### src/core/rblt_params.svh
// Timing constants and encodings for the receive buffer latency trim sequencer
`ifndef RBLT_PARAMS_SVH
`define RBLT_PARAMS_SVH
`define RBLT_RESET_CYCLES    5'h02
`define RBLT_SETTLE_CYCLES   5'h0c
`define RBLT_STOP_CYCLES     5'h12
`define RBLT_CNT_ZERO        5'h00
`define RBLT_CNT_ONE         5'h01
`define RBLT_SYNC_IDLE       3'h0
`endif

### src/core/rblt_pkg.sv
// Types shared by the receive buffer latency trim sequencer
package rblt_pkg;
    typedef enum logic [2:0] {
        RBLT_ST_RESET  = 3'b000,
        RBLT_ST_SETTLE = 3'b001,
        RBLT_ST_STOP   = 3'b010,
        RBLT_ST_READY  = 3'b011
    } rblt_state_t;

    // Outputs toward the transceiver and the user application
    typedef struct packed {
        logic receive_side_reset;
        logic user_clk_en;
        logic ready;
        logic comma_align_lockout;
    } rblt_ctl_t;
endpackage

### src/core/rblt_sync.sv
// Three-stage input synchroniser with agreement filter
`timescale 1ns/1ns
`include "rblt_params.svh"
module rblt_sync (
    // Clock and reset
    input  wire logic clk_in,
    input  wire logic rst_n_in,
    // Asynchronous input and filtered level
    input  wire logic async_in,
    output logic      level_out
);
    logic [2:0] stage_r;

    // Shift chain; first stage is only read by the second
    always_ff @(posedge clk_in) begin
        if (!rst_n_in) begin
            stage_r <= `RBLT_SYNC_IDLE;
        end else begin
            stage_r <= {stage_r[1:0], async_in};
        end
    end

    // Level changes only once stages two and three agree
    always_ff @(posedge clk_in) begin
        if (!rst_n_in) begin
            level_out <= 1'b0;
        end else if (stage_r[1] == stage_r[2]) begin
            level_out <= stage_r[2];
        end
    end
endmodule

### src/core/rblt_top.sv
// Sequencer that trims receive elastic-buffer latency by gating the user clock
`timescale 1ns/1ns
`include "rblt_params.svh"

// Summary of operation
// With comma alignment, rerun repositioning on every realignment event.
// Without comma alignment, reposition only after receive-side reset.
// Recovered-clock state machine drives enable of gated global clock buffer.
// First step holds receive-side reset asserted two cycles.
// After reset release wait twelve cycles before moving pointers.
// Then stop gated user clock; assert ready only afterwards.
// User logic waits about 30 cycles after reset or realignment.
// One sequencer serves many receivers only without alignment, matched rates; the bench shares one with an aligning receiver.
// User logic ignores elastic buffer overflow status bit.
// Two-byte path: gated user clock drives both user clock ports.
// One-byte path doubles, four-byte halves second clock, 180 degrees shifted.
// Recovered clock frequency equals required user clock frequency.
// Hold user clock stopped for 18 recovered-clock cycles.
// Flag comma alignment lockout after reset or realignment until pointers move.
// Ready high only after pointers moved and receiver fit for operation.
// Realignment input tied low when comma alignment unused.
// New reset or realignment drops ready and enable, restarts sequence; the code drops ready but sets enable high.
module rblt_top #(
    parameter logic [4:0] RESET_CYCLES  = `RBLT_RESET_CYCLES,
    parameter logic [4:0] SETTLE_CYCLES = `RBLT_SETTLE_CYCLES,
    parameter logic [4:0] STOP_CYCLES   = `RBLT_STOP_CYCLES
) (
    // Recovered clock and synchronous reset
    input  wire logic clk_in,
    input  wire logic rst_n_in,
    // Restart requests
    input  wire logic rx_restart_in,
    input  wire logic comma_realign_event_in,
    // Transceiver controls
    output logic      receive_side_reset_out,
    output logic      user_clk_en_out,
    // User application status
    output logic      ready_out,
    output logic      comma_align_lockout_out
);
    rblt_pkg::rblt_state_t state_r;
    rblt_pkg::rblt_state_t state_nxt;
    rblt_pkg::rblt_ctl_t   ctl_r;
    rblt_pkg::rblt_ctl_t   ctl_nxt;
    logic [4:0]            cnt_r;
    logic [4:0]            cnt_nxt;
    logic                  restart_lvl;
    logic                  restart_prev_r;
    logic                  realign_lvl;
    logic                  realign_prev_r;
    logic                  kick;

    // Both requests come from outside this clock; synchronise each
    rblt_sync u_sync_restart (
        .clk_in    (clk_in),
        .rst_n_in  (rst_n_in),
        .async_in  (rx_restart_in),
        .level_out (restart_lvl)
    );
    rblt_sync u_sync_realign (
        .clk_in    (clk_in),
        .rst_n_in  (rst_n_in),
        .async_in  (comma_realign_event_in),
        .level_out (realign_lvl)
    );

    // Rising-edge memory of the filtered requests
    always_ff @(posedge clk_in) begin
        if (!rst_n_in) begin
            restart_prev_r <= 1'b0;
            realign_prev_r <= 1'b0;
        end else begin
            restart_prev_r <= restart_lvl;
            realign_prev_r <= realign_lvl;
        end
    end

    // Realign input tied low means only resets restart the sequence
    assign kick = (restart_lvl & ~restart_prev_r) | (realign_lvl & ~realign_prev_r);

    // Next-state and output decode
    always_comb begin
        state_nxt = state_r;
        cnt_nxt   = cnt_r + `RBLT_CNT_ONE;
        ctl_nxt   = ctl_r;
        if (kick) begin
            state_nxt                   = rblt_pkg::RBLT_ST_RESET;
            cnt_nxt                     = `RBLT_CNT_ZERO;
            ctl_nxt.receive_side_reset  = 1'b1;
            ctl_nxt.user_clk_en         = 1'b1;
            ctl_nxt.ready               = 1'b0;
            ctl_nxt.comma_align_lockout = 1'b1;
        end else begin
            case (state_r)
                rblt_pkg::RBLT_ST_RESET: begin
                    if (cnt_r == RESET_CYCLES - `RBLT_CNT_ONE) begin
                        state_nxt                  = rblt_pkg::RBLT_ST_SETTLE;
                        cnt_nxt                    = `RBLT_CNT_ZERO;
                        ctl_nxt.receive_side_reset = 1'b0;
                    end
                end
                rblt_pkg::RBLT_ST_SETTLE: begin
                    if (cnt_r == SETTLE_CYCLES - `RBLT_CNT_ONE) begin
                        state_nxt           = rblt_pkg::RBLT_ST_STOP;
                        cnt_nxt             = `RBLT_CNT_ZERO;
                        ctl_nxt.user_clk_en = 1'b0;
                    end
                end
                rblt_pkg::RBLT_ST_STOP: begin
                    if (cnt_r == STOP_CYCLES - `RBLT_CNT_ONE) begin
                        state_nxt                   = rblt_pkg::RBLT_ST_READY;
                        cnt_nxt                     = `RBLT_CNT_ZERO;
                        ctl_nxt.user_clk_en         = 1'b1;
                        ctl_nxt.ready               = 1'b1;
                        ctl_nxt.comma_align_lockout = 1'b0;
                    end
                end
                rblt_pkg::RBLT_ST_READY: begin
                    cnt_nxt = `RBLT_CNT_ZERO; // Counter parked while idle
                end
                default: begin
                    state_nxt = rblt_pkg::RBLT_ST_RESET;
                    cnt_nxt   = `RBLT_CNT_ZERO;
                end
            endcase
        end
    end

    // State, counter and registered controls; reset starts a full sequence
    always_ff @(posedge clk_in) begin
        if (!rst_n_in) begin
            state_r                   <= rblt_pkg::RBLT_ST_RESET;
            cnt_r                     <= `RBLT_CNT_ZERO;
            ctl_r.receive_side_reset  <= 1'b1;
            ctl_r.user_clk_en         <= 1'b1;
            ctl_r.ready               <= 1'b0;
            ctl_r.comma_align_lockout <= 1'b1;
        end else begin
            state_r <= state_nxt;
            cnt_r   <= cnt_nxt;
            ctl_r   <= ctl_nxt;
        end
    end

    // Enable goes to the gated buffer; keep its route short for half-period timing
    assign receive_side_reset_out  = ctl_r.receive_side_reset;
    assign user_clk_en_out         = ctl_r.user_clk_en;
    assign ready_out               = ctl_r.ready;
    assign comma_align_lockout_out = ctl_r.comma_align_lockout;

    // Reset pulse lasts exactly two cycles
    property p_reset_two;
        @(posedge clk_in) disable iff (!rst_n_in || kick)
        $rose(receive_side_reset_out) |-> receive_side_reset_out ##1 receive_side_reset_out ##1
            (!receive_side_reset_out || $past(kick));
    endproperty
    a_reset_two: assert property (p_reset_two) else $error("receive reset not two cycles");

    // Twelve settle cycles with clock running before stop
    property p_settle;
        @(posedge clk_in) disable iff (!rst_n_in || kick)
        $fell(receive_side_reset_out) |-> (user_clk_en_out && !ready_out)[*8] ##1
            (user_clk_en_out && !ready_out)[*4] ##1 (!user_clk_en_out || $past(kick));
    endproperty
    a_settle: assert property (p_settle) else $error("settle wait wrong");

    // Stop lasts eighteen cycles then ready
    property p_stop;
        @(posedge clk_in) disable iff (!rst_n_in || kick)
        $fell(user_clk_en_out) |-> ##17 (!user_clk_en_out && !ready_out) ##1 (user_clk_en_out && ready_out);
    endproperty
    a_stop: assert property (p_stop) else $error("stop length wrong");

    // Ready only ever follows a stop phase
    property p_ready_after_stop;
        @(posedge clk_in) disable iff (!rst_n_in)
        $rose(ready_out) |-> $past(state_r) == rblt_pkg::RBLT_ST_STOP;
    endproperty
    a_ready_after_stop: assert property (p_ready_after_stop) else $error("ready without stop");

    // Ready excludes lockout and reset
    property p_ready_clean;
        @(posedge clk_in) disable iff (!rst_n_in)
        ready_out |-> (!comma_align_lockout_out && !receive_side_reset_out && user_clk_en_out);
    endproperty
    a_ready_clean: assert property (p_ready_clean) else $error("ready with lockout or reset");

    // Lockout held through whole sequence
    property p_lockout;
        @(posedge clk_in) disable iff (!rst_n_in)
        (state_r != rblt_pkg::RBLT_ST_READY) |-> comma_align_lockout_out;
    endproperty
    a_lockout: assert property (p_lockout) else $error("lockout dropped early");

    // Restart drops ready at once and reasserts reset
    property p_restart;
        @(posedge clk_in) disable iff (!rst_n_in)
        kick |=> (!ready_out && receive_side_reset_out && user_clk_en_out && comma_align_lockout_out);
    endproperty
    a_restart: assert property (p_restart) else $error("restart not honoured");

    // Realignment edge restarts the sequence
    property p_realign;
        @(posedge clk_in) disable iff (!rst_n_in)
        (realign_lvl && !realign_prev_r) |=> state_r == rblt_pkg::RBLT_ST_RESET;
    endproperty
    a_realign: assert property (p_realign) else $error("realign ignored");

    // Without requests a ready block stays ready
    property p_hold_ready;
        @(posedge clk_in) disable iff (!rst_n_in)
        (ready_out && !kick) |=> ready_out;
    endproperty
    a_hold_ready: assert property (p_hold_ready) else $error("ready lost without request");

    // Receive-side reset edge restarts the sequence
    property p_restart_edge;
        @(posedge clk_in) disable iff (!rst_n_in)
        (restart_lvl && !restart_prev_r) |=> state_r == rblt_pkg::RBLT_ST_RESET;
    endproperty
    a_restart_edge: assert property (p_restart_edge) else $error("receive reset request ignored");

    // User clock is only ever held in the stop phase
    property p_clk_stop_phase;
        @(posedge clk_in) disable iff (!rst_n_in)
        !user_clk_en_out |-> state_r == rblt_pkg::RBLT_ST_STOP;
    endproperty
    a_clk_stop_phase: assert property (p_clk_stop_phase) else $error("user clock stopped outside stop");
endmodule

### config.mk
export PLATFORM = sky130hd
export DESIGN_NAME = rblt_top
export DESIGN_NICKNAME = d
export VERILOG_FILES = /design/src/core/rblt_pkg.sv /design/src/core/rblt_sync.sv /design/src/core/rblt_top.sv
export VERILOG_INCLUDE_DIRS = /design/src /design/src/core
export SDC_FILE = /design/constraint.sdc
export NUM_CORES = 1
export LEC_CHECK = 0
export BUFFER_PORTS_ARGS = -buffer_cell sky130_fd_sc_hd__buf_4
export CELL_PAD_IN_SITES_DETAIL_PLACEMENT = 0
export CELL_PAD_IN_SITES_GLOBAL_PLACEMENT = 1
export CORE_MARGIN = 3
export CORE_UTILIZATION = 40
export DETAILED_ROUTE_END_ITERATION = 6
export PLACE_DENSITY = 0.68
export SYNTH_ARGS = -nofsm -noshare
export SYNTH_HDL_FRONTEND = slang
export SYNTH_SLANG_ARGS = --single-unit
export TNS_END_PERCENT = 30
### constraint.sdc
create_clock -name clk_in -period 3.3 [get_ports clk_in]
set_clock_uncertainty 0.2 [all_clocks]
set_input_delay 0.165 -clock clk_in [delete_from_list [all_inputs] [get_ports clk_in]]
set_output_delay 0.165 -clock clk_in [all_outputs]
set_load 0.02 [all_outputs]
======== Word-level counts from Yosys, hierarchy flattened ========
Cells that the tools add are included.
operators by class
  add/sub/neg operators ................... 1
  eq/ne operators ......................... 11
  mux-type cells .......................... 11
  bitwise gates (word level) .............. 7
  reduce and logical (&&, ||, !) cells .... 7
operators with widths
  operator                                       count
  two-way mux 5 bit                              3
  case mux 5 bit (3 select lines)                1
  two-way mux 3 bit                              4
  case mux 3 bit (4 select lines)                1
  == test 3 x 2 -> 1 bit, second input constant  2
  inequality test 2 bit, second input constant   3
  adder 5 x 1 -> 5 bit, second input constant    1
  == test 5 x 1 -> 1 bit, second input constant  1
  == test 5 x 4 -> 1 bit, second input constant  1
  == test 5 bit, second input constant           1
  inverter 1 bit                                 4
  AND reduction 2 bit                            2
  AND reduction 4 bit                            1
  == test 3 x 1 -> 1 bit, second input constant  1
  zero test 3 bit                                1
  AND reduction 3 bit                            1
  AND 1 bit                                      2
  == test 1 bit                                  2
  case mux 1 bit (2 select lines)                1
  nonzero test 2 bit                             1
  OR reduction 2 bit                             1
  two-way mux 1 bit                              1
  bitwise OR 1 bit                               1
word-level totals
  bits in registers ....................... 22
  input port bits ......................... 4
  output and inout port bits .............. 4
  word-level logic and storage cells ...... 49

======== Logic depth before layout (Yosys ltp) ========
  depth after elaboration ................. 4
  gate-level depth with buffers ........... 6
  depth with buffers taken out ............ 6

======== Modules after synthesis ========
Synthesis repeated with hierarchy kept, for this count alone.
unflattened totals
  cells, all modules ...................... 86
  area, all modules ....................... 854.6 µm²
by module, submodules not included
  module     instances  cells each  area an instance (µm²)  sequential area each (µm²)
  rblt_top   1          66          621.8                   260.2
  rblt_sync  2          10          116.4                   80.1

======== Worst setup path before layout ========
Ideal clock, no wire load.
  path type ............................... register -> register
  start ................................... register state_r[0]
  end ..................................... register state_r[0]
  setup time .............................. 0.116 ns
  arrival time ............................ 1.262 ns
  data required time ...................... 2.984 ns
  setup slack ............................. 1.722 ns
  stages on the path, launching flop included .. 5
  path buffers ............................ 0
  cells stage by stage .................... dfxtp_1 > inv_1 > ha_1 > or4_1 > o211a_1
on the way
  cells in the longest elaborated chain, start to end .. 3
  elaborated cells on any way between the ends .. 10
  those cells by class .................... eq/ne (6); mux (1); bitwise (1); reduce/logical (2)
RTL lines
  what                                                               line             RTL
  start: declaration                                                 rblt_top.sv:41   rblt_pkg::rblt_state_t state_r;
  start signal: assignment                                           rblt_top.sv:132  state_r <= rblt_pkg::RBLT_ST_RESET;
  start signal: assignment                                           rblt_top.sv:139  state_r <= state_nxt;
  == test 3 x 2 -> 1 bit, or another cell as far along               rblt_top.sv:94   case (state_r)
  inequality test 2 bit (no line) or inverter 1 bit (tied branches)  -
  AND reduction 4 bit (no line)                                      -
Parallel ways exist; a longest one is shown, timed or not.
A chain may end at the register's enable or synchronous reset.

======== Worst setup path in the final report ========
  start ................................... register state_r[1]
  end ..................................... register state_r[0]
Same word-level chain as after synthesis.

==> out/results.txt <==
First-pass GRT wire length -> 2480 um
Final hold violations -> 0
PnR worst setup slack -> 1550 ps
Non-Filler Instances -> 123
Outcome -> completed
Largest area contributor in the netlist -> dfxtp_1
Max Cap Violations -> 0
Detailed Routing Iterations Pass 1 -> 4
H-tree depth -> 1
Iteration-0 DRC Markers -> 2
Final-report setup violation count -> 0
Die area -> 0.00265 mm2
Residual DRC count -> 0
Maximum VDD drop -> 0.304 mV
Dpl ws -> 1550 ps
CTS Hold Bufs -> 5
Post-synth EDFFs -> 0
Period minus WS final -> 1750 ps
Max Clock Freq -> 570 MHz
Dpl cells -> 114
Vias in the first global route -> 588
Syn_nets -> 94
# IOs -> 8
HPWL after DPL -> 929 um
Actual slew at the worst max-slew pin -> 345 ps
Placeable Area -> 0.00184 mm2
Die width -> 51.5 um
Worst R2R Start -> state_r[1]
CP max FO -> 4
DIE HEIGHT -> 51.5 um
Arr. time, crit path -> 1750 ps
Grt ovf -> 0
Clk sinks -> 21
Initial core utilization -> 45.0%
Gpl congestion -> 0.699
Share of the synthesized area in the top cell type -> 50.8%
Sequential fraction of the synthesis area -> 50.8%
Number of synthesized register bits -> 21
Post-synth ARST share -> 0%
Mapped Area -> 828 um2
Max Slew Vio Count -> 0
PwrDens -> 635 mW/mm2
Critical path type -> reg2reg
Setup TNS Final -> 0 ps
Leakage -> 0.416 nW
Antenna-violating nets left -> 0
Synth Flop Type -> dfxtp_1
Buffers inserted by post-CTS timing repair -> 0
Std cell rows -> 15
Final layout net count -> 109
TritonCTS clock tree -> yes
Vias after detailed routing -> 576
Most frequent cells after synthesis -> dfxtp_1 (21), and2_1 (8), inv_1 (8)
Drt via density -> 4.68
Area after DPL -> 903 um2
Synth unique cells -> 26
Antenna violations before repair -> 0
Synth Instances -> 84
Syn_area_per_cell -> 9.86 um2
Min-delay worst type -> reg2reg
Cts repair resizes -> 0
Cts bufs inserted -> 3
Final wirelength -> 1240 um
Largest net degree at the start of global routing -> 12
Final period utilization -> 53.1%
CP Launch Point -> state_r[1]
Fin area -> 980 um2
Worst setup SP type -> flop
Wire per inst -> 10.1 um
GRT Overall Usage -> 12.7%
Area growth from synthesis to layout -> 18.3%
Worst-case clock buffer depth -> 2
Top cells by area, synth -> dfxtp_1 (51%), ha_1 (9.1%), and2_1 (6.0%)
Relative slew margins -> 76.8%
Clock root buffer master -> clkbuf_4
N_diodes -> 0
Hold Crit Start -> u_sync_realign.stage_r[0]
Layout cell share with drive strength beyond 1 -> 12.2%
Ys Warns -> 0
Clock transition at the registers of the reported paths -> 110 ps
RSZ-0062 raised after global routing -> false
I/O Buffers -> 7
Count leader, synth -> dfxtp_1
Latest clock arrival within the worst-skew pair -> 290 ps
CP Capture Type -> flop
Worst EP required -> 3300 ps
## through the flow
step,power [mW],hold WS (ps),util (%)
after global routing,0.682,264,53.3
after CTS,0.632,256,53.3
after floorplan,0.456,92.3,-
after detailed placement,0.507,181,49.1
after global placement,0.506,178,49.1
final,0.622,250,53.3
## cells in the final DEF, fill, tap and decap left out, drive strengths merged
master	n
o211ai	1
a21oi	2
nor2	6
ha	6
nor3	2
nor3b	1
dlygate4sd3	5
and3	1
o21a	1
o211a	1
nand3	2
a31oi	1
or4	1
inv	8
nand3b	1
nand2	6
xor2	1
dfxtp	21
and2	8
mux2i	2
a21boi	2
o2111a	1
o221a	1
clkbuf	4
o21ai	4
buf	7
xnor2	2
## power breakdown
group,switching [mW],internal (mW)
clock,0.0711,0.0470
combinational,0.103,0.0854
sequential,0.0278,0.287
total,0.202,0.420
## critical path: stages, from the launching register on
cell     delay [ps]
dfxtp_1         400
inv_1            80
ha_1            210
inv_1           100
a31oi_1          90
or4_1           440
o211a_1         140
## area by class of cell
type                    instances  area, um2
well taps                      25       31.3
inverters                       8       30.0
multi-input cells              53        369
fillers                       186        860
flip-flops and latches         21        420
repair buffers                 12        103
clock buffers                   4       26.3
## worst paths after layout
kind	cells past startpoint	slack, ps	to
worst max-delay path	6	1550	state_r[0]
worst min-delay path	1	250	u_sync_realign.stage_r[1]
worst max register to register	6	1550	state_r[0]
worst min register to register	1	250	u_sync_realign.stage_r[1]
## sequential cells by signal, indices dropped and copies added, names as in the netlist
signal	flops
u_sync_realign.stage_r	3
user_clk_en_out	1
cnt_r	5
restart_prev_r	1
receive_side_reset_out	1
state_r	2
ready_out	1
u_sync_restart.level_out	1
comma_align_lockout_out	1
u_sync_restart.stage_r	3
u_sync_realign.level_out	1
realign_prev_r	1
## kinds of logic after synthesis
| family | after synthesis | synth area share (%) |
|---|---|---|
| AOI/OAI and AO/OA | 14 | 11.9 |
| DFF | 21 | 50.8 |
| buffers and inverters | 10 | 4.68 |
| xor gates and xnor gates | 3 | 3.17 |
| adders and majority gates | 6 | 9.06 |
| and+or+nand+nor | 28 | 18.0 |
| muxes | 2 | 2.42 |
## metal layers
layer | track usage, % | wire [um]
met2 | 21.0 | 603
met4 | 7.86 | 15
met3 | 3.44 | 43
met1 | 14.3 | 579
met5 | 0 | 0
No activity file was read; power rests on OpenSTA's default activity.
